===== config.mk =====
export PLATFORM = sky130hd
export DESIGN_NAME = tsp_timer
export DESIGN_NICKNAME = d
export VERILOG_FILES = /design/src/tsp_pkg.sv /design/src/tsp_irq_if.sv /design/src/tsp_prescaler.sv /design/src/tsp_irq.sv /design/src/tsp_timer.sv
export VERILOG_INCLUDE_DIRS = /design/src
export SDC_FILE = /design/constraint.sdc
export NUM_CORES = 1
export LEC_CHECK = 0
export BUFFER_PORTS_ARGS = -buffer_cell sky130_fd_sc_hd__buf_4
export CORE_UTILIZATION = 55
export DETAILED_ROUTE_END_ITERATION = 6
export PLACE_DENSITY = 0.76
export SLEW_MARGIN = 20
export SYNTH_ARGS = -nofsm -noshare
export SYNTH_HDL_FRONTEND = slang
export SYNTH_HIERARCHICAL = 1
export SYNTH_SLANG_ARGS = --single-unit

===== constraint.sdc =====
create_clock -name clk_sys -period 3.4 [get_ports clk_sys]
set_input_delay 0 -clock clk_sys [delete_from_list [all_inputs] [get_ports clk_sys]]
set_output_delay 0 -clock clk_sys [all_outputs]
set_load 0.03 [all_outputs]

===== src/tsp_consts.svh =====
`ifndef TSP_CONSTS_SVH
`define TSP_CONSTS_SVH

// Register byte offsets on the APB
`define TSP_OFF_CTRL 8'h00
`define TSP_OFF_COUNT 8'h04
`define TSP_OFF_CMP 8'h08
`define TSP_OFF_RELOAD 8'h0C
`define TSP_OFF_STATUS 8'h10
`define TSP_OFF_CLEAR 8'h14
`define TSP_OFF_IRQEN 8'h18

// Control register fields
`define TSP_CTRL_EN 0
`define TSP_CTRL_POL 1
`define TSP_CTRL_PRE_LSB 2
`define TSP_CTRL_PRE_MSB 4
`define TSP_CTRL_OUT 8

// Event bit positions in status, clear and enable registers
`define TSP_EVT_RELOAD 0
`define TSP_EVT_MATCH 1
`define TSP_EVT_NUM 2

// Reset values
`define TSP_RST_COUNT 16'h0001
`define TSP_RST_CMP 16'h0000
`define TSP_RST_RELOAD 16'hFFFF
`define TSP_RST_PRE 3'h0

// Count loaded at every reload
`define TSP_RESTART 16'h0001

`endif


===== src/tsp_pkg.sv =====
`default_nettype none
package tsp_pkg;
	// Timer run state, Gray coded along idle, first pass, later periods
	typedef enum logic [1:0] {
		ST_IDLE = 2'h0,
		ST_FIRST = 2'h1,
		ST_PERIOD = 2'h3
	} tsp_state_t;

	typedef logic [15:0] tsp_word_t;

	// Prescale select to division factor, 1 to 128
	function automatic logic [7:0] tsp_factor(input logic [2:0] sel);
		tsp_factor = 8'h01 << sel;
	endfunction : tsp_factor
endpackage : tsp_pkg
`default_nettype wire


===== src/tsp_irq_if.sv =====
`timescale 1ns/10ps
`default_nettype none
interface tsp_irq_if;
	logic [1:0] evt;
	logic clrWr;
	logic enWr;
	logic [1:0] wrData;
	logic [1:0] status;
	logic [1:0] enable;

	modport owner (output evt, output clrWr, output enWr, output wrData,
		input status, input enable);
	modport irqBlk (input evt, input clrWr, input enWr, input wrData,
		output status, output enable);
endinterface : tsp_irq_if
`default_nettype wire


===== src/tsp_prescaler.sv =====
`timescale 1ns/10ps
`default_nettype none
module tsp_prescaler (
	input wire logic clk_sys,
	input wire logic rst,
	input wire logic ce,
	input wire logic run,
	input wire logic [2:0] sel,
	output logic tick
);
	logic [7:0] divCnt_r;
	logic [7:0] limit;

	// Last count of the division cycle
	assign limit = tsp_pkg::tsp_factor(sel) - 8'h01;
	assign tick = ce & run & (divCnt_r == limit);

	// Divider restarts whenever the timer is stopped
	always_ff @(posedge clk_sys or posedge rst) begin
		if (rst) begin
			divCnt_r <= 8'h00;
		end else if (ce) begin
			if (!run || tick) begin
				divCnt_r <= 8'h00;
			end else begin
				divCnt_r <= divCnt_r + 8'h01;
			end
		end
	end
endmodule : tsp_prescaler
`default_nettype wire


===== src/tsp_irq.sv =====
`timescale 1ns/10ps
`default_nettype none
`include "tsp_consts.svh"
module tsp_irq (
	input wire logic clk_sys,
	input wire logic rst,
	input wire logic ce,
	tsp_irq_if.irqBlk bus,
	output logic irq
);
	// Sticky status bits, a new event wins over a clear
	for (genvar g = 0; g < `TSP_EVT_NUM; g++) begin : gStat
		always_ff @(posedge clk_sys or posedge rst) begin
			if (rst) begin
				bus.status[g] <= 1'b0;
			end else if (ce) begin
				if (bus.evt[g]) begin
					bus.status[g] <= 1'b1;
				end else if (bus.clrWr && bus.wrData[g]) begin
					bus.status[g] <= 1'b0;
				end
			end
		end
	end

	// Enable register
	always_ff @(posedge clk_sys or posedge rst) begin
		if (rst) begin
			bus.enable <= 2'h0;
		end else if (ce && bus.enWr) begin
			bus.enable <= bus.wrData;
		end
	end

	// Level interrupt
	assign irq = |(bus.status & bus.enable);
endmodule : tsp_irq
`default_nettype wire


===== src/tsp_timer.sv =====
`timescale 1ns/10ps
`default_nettype none
`include "tsp_consts.svh"
module tsp_timer (
	input wire logic clk_sys,
	input wire logic rst,
	input wire logic ce,
	input wire logic psel,
	input wire logic penable,
	input wire logic pwrite,
	input wire logic [7:0] paddr,
	input wire logic [31:0] pwdata,
	output logic [31:0] prdata,
	output logic pready,
	output logic pslverr,
	output logic pwmOut,
	output logic irq
);
	// Registers and run state
	tsp_pkg::tsp_word_t countR;
	tsp_pkg::tsp_word_t cmpR;
	tsp_pkg::tsp_word_t reloadR;
	logic enR;
	logic polR;
	logic [2:0] preR;
	tsp_pkg::tsp_state_t stateR;
	tsp_pkg::tsp_state_t stateNxt;
	logic pwmR;
	// Read path and timer strobes
	logic [31:0] rdataR;
	logic [31:0] rdMux;
	logic hit;
	logic wrAcc;
	logic setup;
	logic run;
	logic tick;
	logic atReload;
	logic atMatch;
	logic reloadEvt;
	logic matchEvt;

	tsp_irq_if irqBus ();

	// Write strobe for one register offset
	function automatic logic isWr(input logic acc, input logic [7:0] a,
		input logic [7:0] off);
		isWr = acc && (a == off);
	endfunction : isWr

	// APB phases; every access finishes in one cycle while enabled
	assign setup = ce & psel & ~penable;
	assign wrAcc = ce & psel & penable & pwrite;
	assign pready = ce;
	assign pslverr = psel & penable & ~hit;
	assign prdata = rdataR;

	// Read decode
	always_comb begin
		rdMux = 32'h0000_0000;
		hit = 1'b1;
		if (paddr == `TSP_OFF_CTRL) begin
			rdMux[`TSP_CTRL_EN] = enR;
			rdMux[`TSP_CTRL_POL] = polR;
			rdMux[`TSP_CTRL_PRE_MSB:`TSP_CTRL_PRE_LSB] = preR;
			rdMux[`TSP_CTRL_OUT] = pwmR;
		end else if (paddr == `TSP_OFF_COUNT) begin
			rdMux[15:0] = countR;
		end else if (paddr == `TSP_OFF_CMP) begin
			rdMux[15:0] = cmpR;
		end else if (paddr == `TSP_OFF_RELOAD) begin
			rdMux[15:0] = reloadR;
		end else if (paddr == `TSP_OFF_STATUS) begin
			rdMux[1:0] = irqBus.status;
		end else if (paddr == `TSP_OFF_CLEAR) begin
			rdMux = 32'h0000_0000; // Write-only, reads zero
		end else if (paddr == `TSP_OFF_IRQEN) begin
			rdMux[1:0] = irqBus.enable;
		end else begin
			hit = 1'b0;
		end
	end

	// Read data captured in the setup cycle, stable through access
	always_ff @(posedge clk_sys or posedge rst) begin
		if (rst) begin
			rdataR <= 32'h0000_0000;
		end else if (setup && !pwrite) begin
			rdataR <= rdMux;
		end
	end

	// Control register: enable, polarity, prescale
	always_ff @(posedge clk_sys or posedge rst) begin
		if (rst) begin
			enR <= 1'b0;
			polR <= 1'b0;
			preR <= `TSP_RST_PRE;
		end else if (isWr(wrAcc, paddr, `TSP_OFF_CTRL)) begin
			enR <= pwdata[`TSP_CTRL_EN];
			polR <= pwdata[`TSP_CTRL_POL];
			preR <= pwdata[`TSP_CTRL_PRE_MSB:`TSP_CTRL_PRE_LSB];
		end
	end

	// Compare and reload values
	always_ff @(posedge clk_sys or posedge rst) begin
		if (rst) begin
			cmpR <= `TSP_RST_CMP;
			reloadR <= `TSP_RST_RELOAD;
		end else begin
			if (isWr(wrAcc, paddr, `TSP_OFF_CMP)) begin
				cmpR <= pwdata[15:0];
			end
			if (isWr(wrAcc, paddr, `TSP_OFF_RELOAD)) begin
				reloadR <= pwdata[15:0];
			end
		end
	end

	// Prescaled count tick
	assign run = enR & (stateR != tsp_pkg::ST_IDLE);

	tsp_prescaler uPre (
		.clk_sys(clk_sys),
		.rst(rst),
		.ce(ce),
		.run(run),
		.sel(preR),
		.tick(tick)
	);

	// Reload and match decode, qualified by the prescaler tick
	assign atReload = (countR == reloadR);
	assign atMatch = (countR == cmpR) & ~atReload;
	assign reloadEvt = tick & atReload;
	assign matchEvt = tick & atMatch;

	// Run state: first pass from the loaded count, then full periods
	always_comb begin
		stateNxt = stateR;
		case (stateR)
			tsp_pkg::ST_IDLE: begin
				if (enR) begin
					stateNxt = tsp_pkg::ST_FIRST;
				end
			end
			tsp_pkg::ST_FIRST: begin
				if (!enR) begin
					stateNxt = tsp_pkg::ST_IDLE;
				end else if (reloadEvt) begin
					stateNxt = tsp_pkg::ST_PERIOD;
				end
			end
			tsp_pkg::ST_PERIOD: begin
				if (!enR) begin
					stateNxt = tsp_pkg::ST_IDLE;
				end
			end
			default: begin
				stateNxt = tsp_pkg::ST_IDLE;
			end
		endcase
	end

	// Run state register
	always_ff @(posedge clk_sys or posedge rst) begin
		if (rst) begin
			stateR <= tsp_pkg::ST_IDLE;
		end else if (ce) begin
			stateR <= stateNxt;
		end
	end

	// Counter: software load, count up, restart at reload
	always_ff @(posedge clk_sys or posedge rst) begin
		if (rst) begin
			countR <= `TSP_RST_COUNT;
		end else if (isWr(wrAcc, paddr, `TSP_OFF_COUNT)) begin
			countR <= pwdata[15:0];
		end else if (reloadEvt) begin
			countR <= `TSP_RESTART;
		end else if (tick) begin
			countR <= countR + 16'h0001;
		end
	end

	// Output level: starting level from polarity, flip on match, restore at reload
	always_ff @(posedge clk_sys or posedge rst) begin
		if (rst) begin
			pwmR <= 1'b0;
		end else if (ce) begin
			if (stateR == tsp_pkg::ST_IDLE) begin
				pwmR <= polR;
			end else if (reloadEvt) begin
				pwmR <= polR;
			end else if (matchEvt) begin
				pwmR <= ~polR;
			end
		end
	end

	// Output pin straight from its flip-flop
	assign pwmOut = pwmR;

	// Timer events into the interrupt block
	assign irqBus.evt[`TSP_EVT_RELOAD] = reloadEvt;
	assign irqBus.evt[`TSP_EVT_MATCH] = matchEvt;
	assign irqBus.clrWr = isWr(wrAcc, paddr, `TSP_OFF_CLEAR);
	assign irqBus.enWr = isWr(wrAcc, paddr, `TSP_OFF_IRQEN);
	assign irqBus.wrData = pwdata[1:0];

	tsp_irq uIrq (
		.clk_sys(clk_sys),
		.rst(rst),
		.ce(ce),
		.bus(irqBus),
		.irq(irq)
	);

	// Helper logic for period and duty checks
	logic cfgWr;
	logic cfgOkR;
	logic [23:0] periodCntR;
	logic [23:0] expPeriod;
	tsp_pkg::tsp_word_t highTicksR;
	tsp_pkg::tsp_word_t highSum;

	assign cfgWr = wrAcc & ((paddr == `TSP_OFF_CTRL) | (paddr == `TSP_OFF_CMP)
		| (paddr == `TSP_OFF_RELOAD) | (paddr == `TSP_OFF_COUNT));
	assign expPeriod = 24'({8'h00, reloadR} * {16'h0000, tsp_pkg::tsp_factor(preR)});
	assign highSum = highTicksR + {15'h0000, pwmR};

	// Configuration untouched since the last reload
	always_ff @(posedge clk_sys or posedge rst) begin
		if (rst) begin
			cfgOkR <= 1'b0;
		end else if (ce) begin
			if (cfgWr || (stateR == tsp_pkg::ST_IDLE)) begin
				cfgOkR <= 1'b0;
			end else if (reloadEvt) begin
				cfgOkR <= 1'b1;
			end
		end
	end

	// Enabled cycles since the last reload
	always_ff @(posedge clk_sys or posedge rst) begin
		if (rst) begin
			periodCntR <= 24'h000000;
		end else if (ce) begin
			if (reloadEvt) begin
				periodCntR <= 24'h000001;
			end else begin
				periodCntR <= periodCntR + 24'h000001;
			end
		end
	end

	// Ticks spent high since the last reload
	always_ff @(posedge clk_sys or posedge rst) begin
		if (rst) begin
			highTicksR <= 16'h0000;
		end else if (reloadEvt) begin
			highTicksR <= 16'h0000;
		end else if (tick && pwmR) begin
			highTicksR <= highTicksR + 16'h0001;
		end
	end
endmodule : tsp_timer
`default_nettype wire


======== After elaboration in Yosys (flattened, before gate mapping) ========
Index checks and enable logic that the tools add are counted.
word-level totals
  bits in registers ....................... 100
  bits of input ports ..................... 46
  output and inout port bits .............. 36
  word-level logic and storage cells ...... 106
operators by class
  add/sub/neg operators ................... 3
  equality and inequality tests ........... 14
  shifts and indexed selects .............. 1
  muxes and demuxes ....................... 33
  bitwise operators ....................... 17
  reductions and logical operators ........ 25
operators by type and width
  kind                   count
  $mux 16                6
  $eq 16x16->1           2
  $eq 8x5->1 const B     3
  $add 16x1->16 const B  1
  $eq 8x4->1 const B     2
  $mux 1                 15
  $mux 2                 7
  $and 1x1->1            12
  $logic_and 1x1->1      10
  $add 8x1->8 const B    1
  $eq 8x3->1 const B     1
  $eq 8x8->1             1
  $logic_not 8->1        1
  $mux 8                 1
  $shl 1x3->8 const A    1
  $sub 8x1->8 const B    1
  $mux 7                 1
  $pmux 2 s3             1
  $reduce_and 2->1       3
  $reduce_bool 2->1      3
  $reduce_bool 3->1      2
  $mux 5                 1
  $ne 2x2->1 const B     2
  $not 1->1              4
  10 further kinds       11

======== Longest topological paths before layout ========
Gate-level depths: netlist of the first run.
  depth after elaboration ................. 10
  mapped depth ............................ 11
  mapped depth without buffers ............ 11

======== Hierarchy ========
The synthesis of the first run kept the hierarchy.
by module, submodules not included
  module         instances  cells an instance  area an instance (um2)  seq. area each (um2)
  tsp_timer      1          420                4232.8                  1823.0
  tsp_prescaler  1          71                 595.6                   200.2
  tsp_irq        1          13                 171.4                   100.1

======== Worst setup path after synthesis of the first run ========
OpenSTA, ideal clock, no wires.
  kind .................................... register to register
  start point ............................. reg preR[0]
  end point ............................... reg countR[7]
  setup time .............................. 0.083 ns
  arrival ................................. 2.448 ns
  required time ........................... 3.317 ns
  path slack .............................. 0.869 ns
  stages on the path, launching flop included .. 10
  buffers on the path ..................... 0
  period minus slack after synthesis ...... 2.531 ns
  path through ............................ dfrtp_1 > or4b_1 > o311ai_0 > nor2_1 > nor3_1 > inv_1 > or4_1 > a21oi_1 > a21oi_1 > o21ai_0
between the ends
  cells in the longest elaborated chain, start to end .. 7
  elaborated cells between the ends (all ways) .. 8
  classes of those cells .................. add/sub (1); eq/ne (1); shift (1); mux (2); bitwise (2); reduce/logical (1)
ends and longest elaborated chain
  item                      RTL line             source
  start: declaration        tsp_timer.sv:25      logic [2:0] preR;
  start signal: assignment  tsp_timer.sv:97      preR <= `TSP_RST_PRE;
  start signal: assignment  tsp_timer.sv:101     preR <= pwdata[`TSP_CTRL_PRE_MSB:`TSP_CTRL_PRE_LSB];
  $shl 1x3->8 (*)           -
  $sub 8x1->8 (*)           tsp_prescaler.sv:15  assign limit = tsp_pkg::tsp_factor(sel) - 8'h01;
  $eq 8x8->1 (*)            tsp_prescaler.sv:16  assign tick = ce & run & (divCnt_r == limit);
  $and 1x1->1 (*)           tsp_prescaler.sv:16
  net tick                  tsp_timer.sv:36      logic tick;
  $and 1x1->1               tsp_timer.sv:135     assign reloadEvt = tick & atReload;
  $mux 16                   tsp_timer.sv:180     end else if (reloadEvt) begin
  $mux 16                   tsp_timer.sv:178     end else if (isWr(wrAcc, paddr, `TSP_OFF_COUNT)) begin
  end signal: assignment    tsp_timer.sv:177     countR <= `TSP_RST_COUNT;
  end signal: assignment    tsp_timer.sv:179     countR <= pwdata[15:0];
  end signal: assignment    tsp_timer.sv:181     countR <= `TSP_RESTART;
  end: declaration          tsp_timer.sv:20      tsp_pkg::tsp_word_t countR;
Mark *: on every way through the listed nets, which the timed path passes. The rest lies on a longest branch.
A chain may end at the register's enable or synchronous reset.

======== Final worst setup path of the first run ========
  start point ............................. reg preR[2]
  end point ............................... reg countR[7]
The elaborated chain is that of the path after synthesis.

==> results of run 1 <==
==> where the power goes <==
group	internal (W)	total (W)	switching (W)	leakage (nW)
combinational	0.0000673	0.000181	0.000114	1.31
sequential	0.00101	0.00102	0.0000125	1.09
clock	0.000276	0.000677	0.000402	0.0910
total	0.00135	0.00188	0.000528	2.49
==> critical path: cells and delay by family (launching register included) <==
kind / cells / cell delay (ns)
and+or+nand+nor: 4 / 1.43
buffers and inverters: 2 / 0.29
AOI/OAI and AO/OA: 4 / 0.46
DFF: 1 / 0.54
==> kinds of logic (layout without fill, tap and decap cells) <==
group | Yosys count | after routing | synth area share [%]
flops | 84 | 84 | 42.5
fa+ha+maj | 2 | 2 | 0.500
compound gates | 104 | 104 | 13.8
buf+inv | 68 | 106 | 7.13
other cells | 1 | 16 | 0.0750
mux | 58 | 58 | 13.8
simple gates | 144 | 144 | 14.7
xor+xnor | 43 | 43 | 7.53
==> how the worst max path moves through the flow <==
| stage | from | endpoint | cells after the start |
|---|---|---|---|
| 6_report | preR[2]$_DFFE_PP0P_ | countR[7]$_DFFE_PP0P_ | 10 |
| 3_5_place_dp | preR[2]$_DFFE_PP0P_ | countR[7]$_DFFE_PP0P_ | 10 |
| 2_1_floorplan | preR[0]$_DFFE_PP0P_ | countR[7]$_DFFE_PP0P_ | 9 |
| 5_1_grt | preR[2]$_DFFE_PP0P_ | countR[7]$_DFFE_PP0P_ | 10 |
| 4_1_cts | preR[2]$_DFFE_PP0P_ | countR[7]$_DFFE_PP0P_ | 10 |
| 3_3_place_gp | preR[2]$_DFFE_PP0P_ | countR[7]$_DFFE_PP0P_ | 10 |
==> sequential cells by signal (all words and copies together), names as in the netlist <==
register / count
cmpR: 16
countR: 16
enR: 1
polR: 1
prdata: 16
preR: 3
pwmOut: 1
reloadR: 16
stateR: 2
uIrq/bus.enable: 2
uIrq/bus.status: 2
uPre/divCnt_r: 8
==> metal layers <==
layer  up-vias  routed length (µm)  GRT usage (%)
li1       1868                   -              -
met1      1967                5530           37.4
met2       153                5620           42.2
met3        27                 790           4.60
met4         0                 361           11.3
met5         -                   0              0
==> synthesized netlist by cell type (all sizes together) (2+ instances only) <==
cell type / n
nor3b: 3
or3b: 2
xor2: 20
nand2: 48
nor4: 7
inv: 15
a2111oi: 2
dfstp: 17
and2: 3
mux2: 56
a22o: 3
nor2: 24
and3: 3
a31oi: 9
o221ai: 2
a21oi: 21
o21ai: 21
a211oi: 2
or2: 2
or3: 4
clkbuf: 30
o31ai: 14
o21a: 3
o41ai: 2
mux2i: 2
nand3: 12
or4: 4
xnor2: 23
nor3: 13
o22ai: 4
buf: 23
nand4: 8
nor2b: 4
and4: 4
dfrtp: 67
a22oi: 17
ha: 2
==> cell type report <==
type	count	area [µm²]	share of cell area [%]
Clock inverter	7	56.3	0.991
Timing Repair Buffer	75	606	10.7
Inverter	15	56.3	0.991
Sequential cell	84	2120	37.4
Clock buffer	9	124	2.18
Tap cell	108	135	2.38
Multi-Input combinational cell	367	2580	45.4
==> metrics by stage <==
step                hold WS, ns  area [µm²]  total power [W]
finish                   0.0216        5680          0.00188
detailed placement      -0.0845        5330          0.00120
global route             0.0271        5680          0.00195
global placement        -0.0904        5330          0.00120
floorplan                -0.234        5060          0.00115
CTS                      0.0121        5680          0.00189
==> timing repair <==
| action | 4_1_cts | 5_1_grt |
|---|---|---|
| endpoints found under the hold margin | 88 | 0 |
| resized for setup | 0 | 0 |
| hold buffers | 17 | 0 |
==> impl.org, run 1 <==
** Outcome
- The flow ran to the end, and the final reports show no timing, DRC or antenna violations.

** Setup path
- Among all stages on the critical path, the largest delay is contributed by or4b_1.
- Along the worst path, the maximum fanout reaches 15.
- Cell occurring most often along the worst timing path :: a21oi_1
- Startpoint class of the critical path :: register
- Data on the critical path arrives at its endpoint at between 3 and 4 ns.
- CP max stage delay :: ~0.57 ns
- For the worst setup path, the data required time is about 3.7 ns.
- In this run the critical register-to-register path is captured at countR[7]$_DFFE_PP0P_.
- The setup check on the worst reg-to-reg path leaves a slack of ~0.6 ns.
- Series of cell instances along the critical path :: or4b_1, o311ai_0, nor2_1, nor3_1, buf_4, inv_1, or4_1, a21oi_1, a21oi_1, o21ai_0
- Startpoint of the worst-slack reg-to-reg timing path :: preR[2]$_DFFE_PP0P_
- Worst Reg2Reg Path Length in Cells :: 10
- Endpoint type of the worst setup path :: register
- The setup path with the least slack is of type register to register.

** Logic synthesis
- The top cell type by area accounts for ~34% of the synthesized area.
- Cell taking the most area after synthesis :: dfrtp_1
- A synthesized cell averages 9.92 µm².
- In the post-synthesis netlist, the biggest area contributors are dfrtp_1 (34%), mux2_2 (9.9%), dfstp_2 (8.9%).
- Count of mapped cells out of synthesis :: 504
- Sequential area share after synthesis :: between 40% and 50%
- Leading register cell type out of synthesis :: dfrtp_1
- EDFF count, synth :: 0
- Synthesis warning total :: 6
- Counting flops with an async set or reset pin after synthesis yields a share of 100%.
- In this run, synthesis produced a sequential element count of 84.
- Counting distinct cell types in the post-synthesis netlist gives 56.
- Cell area after synthesis :: 0.00500 mm²

** Pwr
- Summed over all cells, the static leakage comes to approximately 2.5 nW.
- Total power divided by cell area :: 331 mW/mm²
- Maximum resistive drop on vdd :: approximately 0.18 mV

** Clocking
- Clock buffers created by TritonCTS :: 9
- Sinks on the clock net :: 84
- In this run the number of H-tree levels came out at 3.
- TritonCTS clock tree :: yes
- The clock reaches the later pin of the worst-skew pair after ~0.37 ns.
- After clock tree synthesis, the setup repair step added 0 buffers.
- Reg clk slew, reported paths :: around 0.090 ns
- Maximum number of buffers from clock root to sink :: 2
- In this run the clock root is driven by a clkbuf_8.

** STA
- For the pin with the worst max-slew slack, the measured transition is ~1.1 ns.
- Setup repair after global routing left no endpoint under its margin.
- The worst pin sits at a relative slew slack of 27.8%.
- Setup violations remaining at the end of the flow were counted as 0.
- Timing would allow up to 358 MHz.
- Largest clock skew in the final design :: 0.0151 ns
- Setup WS post-layout :: 0.607 ns
- The number of pins with negative max-slew slack in the final report is 0.
- Share of the cycle needed by the critical path after routing :: between 80% and 90%
- Summed over all failing endpoints, the final setup total negative slack is 0 ns.
- Final critical path time including I/O delays and setup :: 2.79 ns
- The total count of hold-check failures in the final report is 0.

** Floorplan
- The die is between 90 and 100 µm wide.
- Effective utilization at floorplan :: 57.1%
- In this run the standard cell core region covers 0.00876 mm².
- During I/O placement, the number of pins put on the boundary was 82.
- Floorplan row count :: 34
- In this run the vertical extent of the chip is approximately 100 µm.
- The die covers ~0.0095 mm².

** Finish
- Of the cells placed in the final design, the portion with a size suffix greater than 1 is about 29%.
- Final net count :: 600
- P&R area growth vs syn :: 13.6%
- Filler cells :: just over 700
- Once layout is complete, the utilization of the core stands at approximately two thirds.
- Commonest non-fill, non-tap cell in the layout :: dfrtp_1
- Diode insertion count for antenna repair :: 0
- Highest-count cells in the layout ignoring fill and taps :: dfrtp_1 (67), buf_4 (58), nand2_1 (47)
- Final instance count without filler cells :: approximately 670

** Placed design
- Port-buffer cells :: 49
- Including well taps, the total number of placed cells is approximately 630.
- Routability-driven placement finished with a final weighted congestion of around 0.94.
- Prior to clock tree synthesis, the placed netlist has a worst setup slack of around 0.67 ns.
- The HPWL after detailed placement is between 8000 and 9000 µm.

** Global route
- Entering global routing, the biggest net connects 35 pins.
- Across every metal layer, demand over resource in global routing totals a little over a quarter.
- The first global-routing pass estimated 20,200 µm of wire.
- Sum of overflow across all layers after global routing :: 0
- Vias in the first global route :: just under 4,000
- Initial antenna violation count :: 0

** Drt
- Via-to-Cell Ratio :: between 6 and 7
- Detailed routing inserted a total of between 4,000 and 5,000 vias.
- After detailed routing, the total wire length is approximately 12,000 µm.
- After detailed routing, the average wire length per cell comes to roughly 18 µm.
- Drt initial violations :: about 300
- Pre-antenna DRT Iters :: 5
- Once detail routing completed, the nets flagged for antenna violations numbered 0.
- Detailed-route DRC error count :: 0

** Flow run
- Maximum Capacitance Violations :: 0

** Worst hold path
- Along the worst hold path, the cell count comes to 3.
- Worst min-delay path class :: input port to register
- Capture endpoint of the worst hold path :: prdata[1]$_DFFE_PP0P_
- In this run the most critical hold path is launched from paddr[6].
Power figures use the tool's default switching activity.
==> inputs of run 2 (changes only) <==
clock period = 2.7 ns   (was 3.4 ns; I/O delays follow)
==> impl.org, run 2 (synthesis gave the netlist of run 1 again) <==
** Clocking
- The worst-case clock buffer depth came to 2 (unchanged).
- CTS placed an instance of clkbuf_8 at the clock tree root.
- Reg clk slew, reported paths :: 0.10 ns (about the same)
- Clock latency reported for the late side of the worst-skew pair :: 0.36 ns (about the same)
- Clock buffers created by TritonCTS :: 9 (unchanged)
- Sinks on the clock net :: 84 (unchanged)
- TritonCTS clock tree :: yes
- The H-tree depth came to 3 (unchanged).

** Setup path
- Series of cell instances along the critical path :: buf_4, xor2_1, nor3_1, nand3_1, nor3_2, buf_4, inv_1, or4_1, a21oi_1, a21oi_1, o21ai_0
- The largest individual stage delay along the critical path comes from the cell or4_1.
- The arrival time at the worst endpoint came to 2.83 ns (-0.25 ns).
- The peak fanout along the critical path was 10 (-5).
- The worst setup path is captured at a register.
- The required time reported for the critical path endpoint came to 2.98 ns (-0.71 ns).
- The critical path is of the register to register type.
- STA classifies the critical path startpoint as a register.
- CP max stage delay :: 0.51 ns (-0.06 ns)

** STA
- The period utilization is 94.3% (+12 points).
- Setup WS post-layout :: 0.153 ns (-0.454 ns)
- Largest clock skew in the final design :: 0.0140 ns (-0.00113 ns)
- Setup repair after global routing missed its margin :: no
- The shortest clock period the worst path allows after layout was 2.55 ns (-0.246 ns).
- The number of setup violations in the final report came to 0 (unchanged).
- Slew at the pin with the worst max-slew slack :: 0.923 ns (-0.160 ns)
- The max-slew headroom at the worst pin is 38.3% (+10 points).
- Final slew viol count :: 0 (unchanged)
- The total count of hold-check failures in the final report is 0 (unchanged).
- Sum Neg Setup Slack :: 0 ns (unchanged)
- Hold Slack :: 0.0296 ns (+0.00795 ns)
- Peak clock frequency supported by timing :: 393 MHz (+9.6%)

** Floorplan
- The number of rows created at floorplan came to 34 (unchanged).
- Floorplan core area :: 0.00876 mm² (unchanged)
- The area of the die came to 0.00948 mm² (unchanged).
- I/O Pins :: 82 (unchanged)
- The height of the die came to 97.3 µm (unchanged).
- Die Wd :: 97.3 µm (unchanged)
- Effective utilization at floorplan :: 57.1% (unchanged)

** Drt
- Drt initial violations :: 300 (-0.66%)
- Number of vias in the routed layout :: 4,091 (+1.9%)
- The via density per instance came to 6.09 (+0.83%).
- Per-cell routed wire length :: 18.7 µm (+1.1%)
- Detailed-route wire length :: 12,600 µm (+2.1%)
- Detailed-route DRC error count :: 0 (unchanged)
- The post-route antenna net violation count was 0 (unchanged).
- The number of detailed-routing iterations run before antenna repair is 4 (-1).

** Placed design
- Placement-stage worst setup slack :: 0.138 ns (-0.530 ns)
- The quantity of I/O buffers inserted on ports is 49 (unchanged).
- Post-detail-place hpwl :: 8700 µm (+0.43%)
- Final GP Congestion :: 0.917 (-2.8%)

** Outcome
- Result of the run :: finished, final reports clean

** Finish
- The post-layout utilization of the core is 66.5% (+1.7 points).
- In the layout the commonest cells are buf_4 (65), dfrtp_1 (64), nand2_1 (47).
- P&R area growth vs syn :: 16.6%
- The library cell used most frequently in the layout, excluding fill and tap cells, is buf_4.
- The share of layout cells above drive strength 1 was 30.9% (+2.3 points).
- The net count reported at finish was 607 (+1.2%).
- Diode insertion count for antenna repair :: 0 (unchanged)

** Global route
- The number of global-route vias before repair was 4,113 (+5.7%).
- Maximum number of pins on one net before global-route repair :: 73 (+110%)
- Initial antenna violation count :: 0 (unchanged)
- The combined global-route utilization of all metal layers came to 27.7% (+0.66 points).
- Global-route wire length before repair :: 20,700 µm (+2.4%)
- The total grt overflow came to 0 (unchanged).

** Pwr
- Leakage power of the design :: 2.56 nW (+2.7%)
- The areal power density over the cells came to 456 mW/mm² (+38%).
- The peak supply drop was 0.304 mV (+67%).

** Flow run
- Maximum Capacitance Violations :: 0 (unchanged)

** Worst hold path
- Worst min-delay path class :: input port to register
run 2: cell types whose count changed in the layout (fill, tap and decap cells not counted), sizes merged:
cell      previous run  this run
buf                 58        65
clkinvlp             1         0
clkinv               2         0
bufinv               0         3
run 2: per-layer routing:
layer  track usage, %  vias to the layer above  routed length (µm)
met1             37.8                     2057                5580
met2             45.6                      138                6040
met5                0                        -                   0
met3             4.24                       19                 703
met4             8.60                        0                 239
li1                 -                     1877                   -
run 2: layout make-up:
cell class,instances,area [µm²]
Sequential cell,84,2130
Inverter,15,56.3
Multi-Input combinational cell,367,2600
Clock inverter,7,128
Fill cell,714,2930
Tap cell,108,135
Timing Repair Buffer,82,658
Clock buffer,9,124
run 2: path summary, 6_finish.rpt:
check                                       from                              to  slack (ns)  cells past startpoint
min in group asynchronous                    rst  uIrq/bus.enable[0]$_DFFE_PP0P_        0.09                      3
hold reg to reg            prdata[4]$_DFFE_PP0P_           prdata[4]$_DFFE_PP0P_        0.49                      2
max in group asynchronous                    rst             preR[2]$_DFFE_PP0P_        1.58                      4
setup reg to reg             preR[2]$_DFFE_PP0P_           countR[7]$_DFFE_PP0P_        0.15                     11
hold / removal                          paddr[6]           prdata[0]$_DFFE_PP0P_        0.03                      3
setup / recovery             preR[2]$_DFFE_PP0P_           countR[7]$_DFFE_PP0P_        0.15                     11
run 2: through the flow:
step	instances	area [µm²]	total power, W
floorplan	519	5060	0.00145
CTS	670	5790	0.00266
detailed placement	637	5360	0.00152
finish	672	5830	0.00266
global placement	637	5360	0.00151
global route	672	5830	0.00273
run 2: worst max-delay path, delay by kind of cell (launching register included):
| family | cells | cell delay, ns |
|---|---|---|
| and+or+nand+nor | 4 | 1.12 |
| DFF | 1 | 0.47 |
| buffers and inverters | 3 | 0.40 |
| AOI/OAI and AO/OA | 3 | 0.34 |
| xor gates and xnor gates | 1 | 0.16 |
run 2: power by group:
part	internal [W]	leakage (nW)	switching, W
combinational	0.0000848	1.35	0.000144
sequential	0.00127	1.08	0.0000157
clock	0.000631	0.127	0.000509
total	0.00199	2.56	0.000669
run 2: repair_timing:
action / in CTS / in global routing
resized for setup: 0 / 9
endpoints found under the hold margin: 123 / 0
setup endpoints to repair: 0 / 13
setup buffers: 0 / 2
hold buffers: 17 / 0
